$ cat src/core/sr_consts.svh
// constants for the self refresh and partial array retention link
// assumes inclusion by both ends, the checker and the bench; definitions only
`ifndef SR_CONSTS_SVH
`define SR_CONSTS_SVH
`define SR_BANK_MASK_ADDR   8'h10
`define SR_SEG_MASK_ADDR    8'h11
`define SR_MASK_RESET       8'h00
`define SR_CLK_NS           8
`define SR_RESIDENCY_NS     15
`define SR_RESIDENCY_CYC    ((`SR_RESIDENCY_NS + `SR_CLK_NS - 1) / `SR_CLK_NS)
`define SR_EXIT_NS          140
`define SR_EXIT_CYC         ((`SR_EXIT_NS + `SR_CLK_NS - 1) / `SR_CLK_NS)
`define SR_INT_REF_NS       64
`define SR_INT_REF_CYC      ((`SR_INT_REF_NS) / `SR_CLK_NS)
`define SR_STABLE_CLKS      2
`define SR_PB_PER_AB        8
`define REG_CTRL            8'h00
`define REG_STATUS          8'h04
`define REG_BANK_MASK       8'h08
`define REG_SEG_MASK        8'h0C
`define REG_DEV_STATE       8'h10
`endif

$ cat src/core/sr_pkg.sv
// types for the self refresh link; only the command codes are used by both ends
// numeric values set here, none taken from sr_consts.svh
package sr_pkg;
  // command codes on ca[3:0] with cs_n low
  typedef enum logic [3:0] {
    CMD_NOP     = 4'h7,
    CMD_SREF    = 4'h4,
    CMD_REF_AB  = 4'hC,
    CMD_REF_PB  = 4'h8,
    CMD_MRW     = 4'h0,
    CMD_PREA    = 4'hB
  } cmd_t;
  typedef enum logic [1:0] {
    DS_ACTIVE,
    DS_SELF_REF,
    DS_EXIT
  } dev_state_t;
  typedef enum logic [2:0] {
    HS_IDLE,
    HS_PREA,
    HS_ENTRY,
    HS_RESIDE,
    HS_CLK_WAKE,
    HS_EXIT,
    HS_REFRESH,
    HS_MRW
  } host_state_t;
endpackage

$ cat src/core/sr_link_if.sv
// link between memory controller and self refresh device
// assumes one shared clock; clk_run models external clock running
`timescale 1ns/1ps
`default_nettype none
interface sr_link_if;
  logic       cke;
  logic       cs_n;
  logic [3:0] cmd;
  logic [7:0] ma;
  logic [7:0] op;
  logic       clk_run;
  modport ctrl (output cke, output cs_n, output cmd, output ma, output op, output clk_run);
  modport dev  (input cke, input cs_n, input cmd, input ma, input op, input clk_run);
endinterface
`default_nettype wire

$ cat src/core/sr_ctrl.sv
// controller end: apb registers drive entry, exit and mask writes
// assumes the link to one device on the same CLK
//
// Chosen here: the APB slave port.
`timescale 1ns/1ps
`default_nettype none
`include "sr_consts.svh"
module sr_ctrl (
  input  wire logic        CLK,
  input  wire logic        RST,
  input  wire logic        PSEL,
  input  wire logic        PENABLE,
  input  wire logic        PWRITE,
  input  wire logic [7:0]  PADDR,
  input  wire logic [31:0] PWDATA,
  output var  logic [31:0] PRDATA,
  output var  logic        PREADY,
  output var  logic        PSLVERR,
  sr_link_if.ctrl          LINK
);
  sr_pkg::host_state_t st_q;
  logic [7:0] cnt_q;
  logic       ref_done_q;
  logic       want_sr_q;
  logic [7:0] bank_q;
  logic [7:0] seg_q;
  logic [1:0] mrw_pend_q;
  // apb decode
  wire acc    = PSEL && PENABLE && !PREADY;
  wire wr     = PSEL && PENABLE && PREADY && PWRITE; // write lands with pready high
  wire hit_c  = PADDR == `REG_CTRL;
  wire hit_b  = PADDR == `REG_BANK_MASK;
  wire hit_s  = PADDR == `REG_SEG_MASK;
  wire hit_st = PADDR == `REG_STATUS;
  wire mapped = hit_c || hit_b || hit_s || hit_st;
  wire idle   = st_q == sr_pkg::HS_IDLE;
  wire [31:0] rd = hit_c ? {31'h0, want_sr_q} :
                   hit_b ? {24'h0, bank_q} :
                   hit_s ? {24'h0, seg_q} :
                   hit_st ? {26'h0, mrw_pend_q, ref_done_q, 3'(st_q)} : 32'h0000_0000;
  // apb slave answers one cycle into access phase
  always_ff @(posedge CLK)
  begin
    if (RST)
    begin
      PREADY  <= 1'b0;
      PRDATA  <= 32'h0000_0000;
      PSLVERR <= 1'b0;
    end
    else
    begin
      PREADY  <= acc;
      PRDATA  <= acc ? rd : 32'h0000_0000;
      PSLVERR <= acc && !mapped;
    end
  end
  // software registers
  always_ff @(posedge CLK)
  begin
    if (RST)
    begin
      want_sr_q  <= 1'b0;
      bank_q     <= `SR_MASK_RESET;
      seg_q      <= `SR_MASK_RESET;
      mrw_pend_q <= 2'b00;
    end
    else
    begin
      if (wr && hit_c)
        want_sr_q <= PWDATA[0];
      if (wr && hit_b)
        bank_q <= PWDATA[7:0];
      if (wr && hit_s)
        seg_q <= PWDATA[7:0];
      mrw_pend_q[0] <= (wr && hit_b) || (mrw_pend_q[0] && !(st_q == sr_pkg::HS_MRW && !cnt_q[0]));
      mrw_pend_q[1] <= (wr && hit_s) || (mrw_pend_q[1] && !(st_q == sr_pkg::HS_MRW && cnt_q[0]));
    end
  end
  // link sequencer
  always_ff @(posedge CLK)
  begin
    if (RST)
    begin
      st_q <= sr_pkg::HS_IDLE;
      cnt_q <= 8'h00;
      ref_done_q <= 1'b1;
      LINK.cke <= 1'b1;
      LINK.cs_n <= 1'b1;
      LINK.cmd <= sr_pkg::CMD_NOP;
      LINK.ma <= 8'h00;
      LINK.op <= 8'h00;
      LINK.clk_run <= 1'b1;
    end
    else
    begin
      LINK.cs_n <= 1'b1;
      LINK.cmd  <= sr_pkg::CMD_NOP;
      cnt_q <= cnt_q + 8'h01;
      unique case (st_q)
        sr_pkg::HS_IDLE:
          if (mrw_pend_q != 2'b00)
          begin
            st_q <= sr_pkg::HS_MRW;
            cnt_q <= {7'h0, ~mrw_pend_q[0]};
          end
          else if (want_sr_q && !ref_done_q)
          begin
            st_q <= sr_pkg::HS_REFRESH;
            cnt_q <= 8'h00;
          end
          else if (want_sr_q)
          begin
            st_q <= sr_pkg::HS_PREA;
            LINK.cs_n <= 1'b0;
            LINK.cmd <= sr_pkg::CMD_PREA;
          end
        sr_pkg::HS_MRW:
        begin
          LINK.cs_n <= 1'b0;
          LINK.cmd <= sr_pkg::CMD_MRW;
          LINK.ma <= cnt_q[0] ? `SR_SEG_MASK_ADDR : `SR_BANK_MASK_ADDR;
          LINK.op <= cnt_q[0] ? seg_q : bank_q;
          st_q <= sr_pkg::HS_IDLE;
        end
        sr_pkg::HS_REFRESH:
        begin
          LINK.cs_n <= 1'b0;
          if (cnt_q == 8'h00)
            LINK.cmd <= sr_pkg::CMD_REF_PB; // advances the bank counter first
          else
          begin
            LINK.cmd <= sr_pkg::CMD_REF_AB;
            ref_done_q <= 1'b1;
            st_q <= sr_pkg::HS_IDLE;
          end
        end
        sr_pkg::HS_PREA:
        begin
          LINK.cke <= 1'b0;
          LINK.cs_n <= 1'b0;
          LINK.cmd <= sr_pkg::CMD_SREF;
          st_q <= sr_pkg::HS_ENTRY;
        end
        sr_pkg::HS_ENTRY:
        begin
          LINK.clk_run <= 1'b0;
          cnt_q <= 8'h00;
          ref_done_q <= 1'b0;
          st_q <= sr_pkg::HS_RESIDE;
        end
        sr_pkg::HS_RESIDE:
          if (!want_sr_q && cnt_q >= 8'(`SR_RESIDENCY_CYC))
          begin
            LINK.clk_run <= 1'b1;
            cnt_q <= 8'h00;
            st_q <= sr_pkg::HS_CLK_WAKE;
          end
          else if (cnt_q == 8'hFF)
            cnt_q <= cnt_q;
        sr_pkg::HS_CLK_WAKE:
          if (cnt_q == 8'(`SR_STABLE_CLKS - 1))
          begin
            LINK.cke <= 1'b1;
            cnt_q <= 8'h00;
            st_q <= sr_pkg::HS_EXIT;
          end
        sr_pkg::HS_EXIT:
          if (cnt_q == 8'(`SR_EXIT_CYC))
            st_q <= sr_pkg::HS_IDLE;
      endcase
    end
  end
endmodule
`default_nettype wire

$ cat src/flat_wrapper.sv
// flat-port wrapper written by rule: the top's interface ports become plain ports
module sr_ctrl_flat 
  (CLK, RST, PSEL, PENABLE, PWRITE, PADDR, PWDATA, PRDATA, PREADY, PSLVERR, LINK_cke, LINK_cs_n, LINK_cmd, LINK_ma, LINK_op, LINK_clk_run);
  sr_link_if LINK_i ();
  input  wire logic CLK;
  input  wire logic RST;
  input  wire logic PSEL;
  input  wire logic PENABLE;
  input  wire logic PWRITE;
  input  wire logic [7:0] PADDR;
  input  wire logic [31:0] PWDATA;
  output var  logic [31:0] PRDATA;
  output var  logic PREADY;
  output var  logic PSLVERR;
  output wire logic [$bits(LINK_i.cke)-1:0] LINK_cke;
  output wire logic [$bits(LINK_i.cs_n)-1:0] LINK_cs_n;
  output wire logic [$bits(LINK_i.cmd)-1:0] LINK_cmd;
  output wire logic [$bits(LINK_i.ma)-1:0] LINK_ma;
  output wire logic [$bits(LINK_i.op)-1:0] LINK_op;
  output wire logic [$bits(LINK_i.clk_run)-1:0] LINK_clk_run;
  assign LINK_cke = LINK_i.cke;
  assign LINK_cs_n = LINK_i.cs_n;
  assign LINK_cmd = LINK_i.cmd;
  assign LINK_ma = LINK_i.ma;
  assign LINK_op = LINK_i.op;
  assign LINK_clk_run = LINK_i.clk_run;
  sr_ctrl u_core (.CLK(CLK), .RST(RST), .PSEL(PSEL), .PENABLE(PENABLE), .PWRITE(PWRITE), .PADDR(PADDR), .PWDATA(PWDATA), .PRDATA(PRDATA), .PREADY(PREADY), .PSLVERR(PSLVERR), .LINK(LINK_i));
endmodule
$ cat config.mk
export PLATFORM = sky130hd
export DESIGN_NAME = sr_ctrl_flat
export DESIGN_NICKNAME = d
export VERILOG_FILES = /design/src/core/sr_pkg.sv /design/src/core/sr_link_if.sv /design/src/core/sr_ctrl.sv /design/src/flat_wrapper.sv
export VERILOG_INCLUDE_DIRS = /design/src /design/src/core
export SDC_FILE = /design/constraint.sdc
export NUM_CORES = 1
export LEC_CHECK = 0
export BUFFER_PORTS_ARGS = -buffer_cell sky130_fd_sc_hd__buf_2
export CELL_PAD_IN_SITES_DETAIL_PLACEMENT = 0
export CELL_PAD_IN_SITES_GLOBAL_PLACEMENT = 1
export CORE_ASPECT_RATIO = 1.2
export CORE_MARGIN = 2
export CORE_UTILIZATION = 37
export CTS_BUF_LIST = sky130_fd_sc_hd__clkbuf_2 sky130_fd_sc_hd__clkbuf_4 sky130_fd_sc_hd__clkbuf_8
export DETAILED_ROUTE_END_ITERATION = 10
export HOLD_SLACK_MARGIN = 0.02
export PLACE_DENSITY = 0.77
export REMOVE_ABC_BUFFERS = 1
export SKIP_CTS_REPAIR_TIMING = 1
export SLEW_MARGIN = 20
export SYNTH_ARGS = -nofsm -noshare
export SYNTH_HDL_FRONTEND = slang
export SYNTH_SLANG_ARGS = --single-unit
$ cat constraint.sdc
create_clock -name CLK -period 2.7 [get_ports CLK]
set_clock_uncertainty 0.2 [all_clocks]
set_input_delay 0.405 -clock CLK [delete_from_list [all_inputs] [get_ports CLK]]
set_output_delay 0.405 -clock CLK [all_outputs]
set_load 0.1 [all_outputs]
== After elaboration in Yosys (flattened, before gate mapping) ==
Index checks and enable logic that the tools add are counted.

* Equal/unequal tests: 19
* Reduce and logical (&&, ||, !) cells: 41
* Bitwise gates (word level): 2
* Order comparisons: 1
* $add $sub $neg: 1
* Mux-type cells: 35

{| class="wikitable"
|+ Operators by type and width
! operator !! count
|-
| $mux 8 || 8
|-
| $pmux 8 s4 || 1
|-
| $mux 3 || 8
|-
| $pmux 3 s8 || 1
|-
| $eq 8x4->1 const B || 2
|-
| $logic_not 8->1 || 2
|-
| $pmux 4 s4 || 1
|-
| $logic_and 1x1->1 || 14
|-
| $eq 3x3->1 const B || 4
|-
| $mux 4 || 3
|-
| $add 8x1->8 const B || 1
|-
| $eq 8x1->1 const B || 1
|-
| $eq 8x3->1 const B || 1
|-
| $eq 8x5->1 const B || 1
|-
| $eq 8x8->1 const B || 1
|-
| $ge 8x2->1 const B || 1
|-
| $mux 1 || 8
|-
| $pmux 1 s2 || 4
|-
| $reduce_bool 2->1 || 4
|-
| $logic_not 1->1 || 7
|-
| $eq 3x2->1 const B || 2
|-
| $mux 6 || 1
|-
| $ne 2x1->1 const B || 3
|-
| $reduce_and 2->1 || 3
|-
| other kinds (11) || 17
|}

* Word-level logic and storage cells: 117
* Bits in registers: 88

== Longest topological paths before layout ==
* Depth in word-level cells: 6
* Gate-level depth with buffers: 8

== Worst setup path after synthesis ==
No wires, ideal clock.

* Kind: reg2reg
* Start: register u_core.PREADY
* End: register u_core.seg_q[6]
* Setup slack: 0.489 ns
* Setup time: 0.128 ns
* Data required time: 2.372 ns
* Path buffers: 1
* Stages on the path, launching flop included: 7
* Data arrival time: 1.884 ns
* Cells stage by stage: dfxtp_1 -> nand4_1 -> nor2_1 -> nand3_1 -> clkbuf_1 -> mux2i_1 -> nor2_1

* Cells in the longest elaborated chain, start to end: 3

{| class="wikitable"
|+ RTL lines
! element !! line !! RTL
|-
| from (decl) || sr_ctrl.sv:17 || <nowiki>output var logic PREADY,</nowiki>
|-
| from (signal assigned) || sr_ctrl.sv:46 || <nowiki>PREADY <= 1'b0;</nowiki>
|-
| from (signal assigned) || sr_ctrl.sv:52 || <nowiki>PREADY <= acc;</nowiki>
|-
| $logic_and 1x1->1 (2 in series) || sr_ctrl.sv:30 || <nowiki>wire wr = PSEL && PENABLE && PREADY && PWRITE;</nowiki>
|-
| $logic_and 1x1->1 || sr_ctrl.sv:73 || <nowiki>if (wr && hit_s)</nowiki>
|-
| to (signal assigned) || sr_ctrl.sv:64 || <nowiki>seg_q <= `SR_MASK_RESET;</nowiki>
|-
| to (signal assigned) || sr_ctrl.sv:74 || <nowiki>seg_q <= PWDATA[7:0];</nowiki>
|-
| to (decl) || sr_ctrl.sv:26 || <nowiki>logic [7:0] seg_q;</nowiki>
|}

Every way passes these cells.
A chain may end at the register's enable or synchronous reset.

== Worst setup path after layout ==
* Start: register u_core.cnt_q[0]
* End: register u_core.st_q[0]

* Cells in the longest elaborated chain, start to end: 4
* Elaborated cells on any way between the ends: 10

{| class="wikitable"
|+ RTL lines
! element !! line !! RTL
|-
| from (decl) || sr_ctrl.sv:22 || <nowiki>logic [7:0] cnt_q;</nowiki>
|-
| from (signal assigned) || sr_ctrl.sv:98 || <nowiki>cnt_q <= cnt_q + 8'h01;</nowiki>
|-
| from (signal assigned) || sr_ctrl.sv:104 || <nowiki>cnt_q <= {7'h0, ~mrw_pend_q[0]};</nowiki>
|-
| from (signal assigned) || sr_ctrl.sv:159 || <nowiki>cnt_q <= cnt_q;</nowiki>
|-
| $ge 8x2->1 || sr_ctrl.sv:152 || <nowiki>if (!want_sr_q && cnt_q >= 8'(`SR_RESIDENCY_CYC))</nowiki>
|-
| $logic_and 1x1->1 || sr_ctrl.sv:152 ||
|-
| $ne 2x1->1 (no source line) || -- ||
|-
| $reduce_and 5->1 (no source line) * || -- ||
|-
| to (signal assigned) || sr_ctrl.sv:149 || <nowiki>st_q <= sr_pkg::HS_RESIDE;</nowiki>
|-
| to (signal assigned) || sr_ctrl.sv:156 || <nowiki>st_q <= sr_pkg::HS_CLK_WAKE;</nowiki>
|-
| to (signal assigned) || sr_ctrl.sv:165 || <nowiki>st_q <= sr_pkg::HS_EXIT;</nowiki>
|-
| to (decl) || sr_ctrl.sv:21 || <nowiki>sr_pkg::host_state_t st_q;</nowiki>
|}

Every way passes the cells marked *; elsewhere a longest branch is shown, timed or not.

==> flow_metrics.py <==
metrics = {
    "timing": {
        "hold_viol": 0,
        "period_needed_ns": 2.13,
        "max_slew_margin_pct": 58.1,
        "rsz0062_at_grt": "no",
        "drv_slew": 0,
        "fin_setup_tns_ns": 0,
        "worst-slew-pin-transition_ns": 0.627,
        "holdWs_ns": 0.109,
        "finalSetupViolCount": 0,
        "period_share_pct": 78.7,
        "fmax_mhz": 470,
    },
    "critical_path": {
        "crit_slowest_cell": "or3_1",
        "cp_top_family": "compound AO/OA/AOI/OAI gates",
        "slowest_delay_ns": 0.42,
        "critPathCaptureType": "flip-flop",
        "crit_chain": "inv_1 -> ha_1 -> nor2_1 -> a31oi_1 -> o21ai_1 -> or3_1 -> a21oi_2",
        "path_class": "reg -> reg",
        "cp.required_ns": 2.77,
        "cp_max_fo": 7,
        "startpoint": "u_core.cnt_q[0]",
        "cp.arrival_ns": 2.20,
        "cp_num_buf_inv": 1,
        "start_kind": "flip-flop",
        "worstReg2RegStart": "u_core.cnt_q[0]",
    },
    "layout": {
        "diodes": 0,
        "area_growth_pct": 15.6,
        "nets": 433,
        "stdcell_count": 480,
        "layout-drive-gt1-share_pct": 20.6,
    },
    "floorplan": {
        "initial_core_util_pct": 38.1,
        "coreArea_mm2": 0.00766,
        "dieArea_mm2": 0.00862,
        "fp-row-count": 35,
        "ios": 102,
        "die_y_um": 101,
        "die_x_um": 85.1,
    },
    "grt": {
        "track_usage_pct": 16.4,
        "grt_pass1_vias": 2360,
        "grt_antenna_before_repair": 0,
        "grt-ovfl-total": 0,
        "grt_max_degree": 44,
        "grt_pass1_wl_um": 11300,
    },
    "placed_design": {
        "portBuffers": 47,
        "hpwl_um": 4750,
        "dpl.cell_count": 464,
        "place_congestion": 0.817,
    },
    "flow_run": {
        "drv_cap": 0,
    },
    "cts": {
        "h-tree-depth": 3,
        "cts_buffer_depth": 2,
        "path_clk_slew_ns": 0.07,
        "numCtsBuffers": 9,
        "tritoncts": "built",
        "cts_sinks": 57,
        "clk_latency_ns": 0.34,
        "clockRootBuffer": "clkbuf_8",
    },
    "detailed_routing": {
        "vias": 2469,
        "wirelength_um": 6790,
        "drt_iter0_markers": 89,
        "ant_nets": 0,
        "firstDrtPassIters": 6,
        "route.detailed.drc": 0,
        "wire_per_inst_um": 14.1,
        "route.detailed.vias_per_inst": 5.14,
    },
    "synthesis": {
        "yosysWarnings": 0,
        "ys_ff_latch": 57,
        "synthDistinctLibCells": 54,
        "synth.avg_cell_area_um2": 8.64,
        "synth_top_cells_by_area": "dfxtp_1, mux2i_1, buf_4, nor2_1, a211oi_1",
        "synthFlopType": "dfxtp_1",
        "postSynthCellCount": 338,
        "synth_top_area_cell": "dfxtp_1",
        "synth_top_area_share_pct": 39.1,
        "yosysMostFrequentCell": "dfxtp_1",
        "ys_async_sr_fraction_pct": 0,
        "synthTopCellsByCount": "dfxtp_1, nor2_1, buf_4",
        "synth_edf_count": 0,
        "synth_area_mm2": 0.00292,
        "ys_seq_area_share_pct": 39.1,
    },
    "hold_path": {
        "hp-class": "in -> reg",
        "holdCritStartpoint": "PWDATA[5]",
    },
    "power_and_ir_drop": {
        "ir_drop_mv": 0.409,
        "p_per_area_mw_per_mm2": 811,
        "p_leak_nw": 1.46,
    },
    "run_status": {
        "outcome": "finished clean",
    },
}
[worst reg2reg max path: cells and delay by family (launching register included)]
family / cells / cell delay, ns
buf+inv: 1 / 0.15
simple gates: 2 / 0.47
compound gates: 3 / 0.67
flops: 1 / 0.38
fa+ha+maj: 1 / 0.18
[layer usage]
layer	share of wire [%]	wire length [um]	track usage (%)
met1	44	3020	20.0
met2	47	3210	26.3
met3	5.6	377	4.89
met4	2.8	187	8.55
met5	0	0	0
[final timing paths]
kind | end | slack, ns | cells after the start
min | u_core.seg_q[5] | 0.11 | 3
max | u_core.st_q[0] | 0.57 | 7
min reg2reg | u_core.LINK.ma[0] | 0.27 | 2
max reg2reg | u_core.st_q[0] | 0.57 | 7
[registers in the layout, summed over array words and instances (netlist names)]
| signal | count |
|---|---|
| u_core.LINK.cke | 1 |
| u_core.LINK.clk_run | 1 |
| u_core.LINK.cmd | 3 |
| u_core.LINK.cs_n | 1 |
| u_core.LINK.ma | 2 |
| u_core.LINK.op | 8 |
| u_core.PRDATA | 8 |
| u_core.PREADY | 1 |
| u_core.PSLVERR | 1 |
| u_core.bank_q | 8 |
| u_core.cnt_q | 8 |
| u_core.mrw_pend_q | 2 |
| u_core.ref_done_q | 1 |
| u_core.seg_q | 8 |
| u_core.st_q | 3 |
| u_core.want_sr_q | 1 |
[cell type report]
type                       count  area [um^2]
fill                         769         4290
multi-input combinational    254         1560
sequential                    57         1140
timing repair buffer          54          288
clock buffer                  10          138
tap                           92          115
clock inverter                 6          105
inverter                       7         26.3
[power by group]
| part | leakage (nW) | switching, mW | internal (mW) | total [mW] |
|---|---|---|---|---|
| Sequential | 0.460 | 0.0690 | 0.886 | 0.955 |
| Clock | 0.126 | 0.347 | 0.633 | 0.980 |
| Combinational | 0.870 | 0.608 | 0.194 | 0.802 |
[placed cells by master, fill, tap and decap left out, drive strengths merged, types with 8 or more instances in the layout]
cell    netlist  routed
conb          1      30
nand3        12      12
dfxtp        57      57
nor2         50      50
a21oi        15      15
mux2i        28      28
nor3          8       8
a211oi       12      12
buf          35      54
clkbuf       14      10
nand2        18      18
[cells by family (layout without fill, tap and decap cells)]
group,after synthesis,after routing,synth area share (%)
compound gates,63,63,15.0
simple gates,126,126,22.1
mux,28,28,9.60
other cells,1,30,0.128
buf+inv,56,77,11.3
fa+ha+maj,5,5,2.14
xor+xnor,2,2,0.600
flops,57,57,39.1
[stage by stage]
step	power, mW	area, um^2	utilization (%)	setup WS [ns]
after global placement	1.76	3130	40.9	0.593
final	2.74	3380	44.0	0.574
after CTS	2.76	3380	44.0	0.562
after floorplan	1.60	2720	-	-0.385
after detailed placement	1.77	3130	40.9	0.570
after global routing	2.86	3380	44.0	0.354
Power figures use the tool's default switching activity.
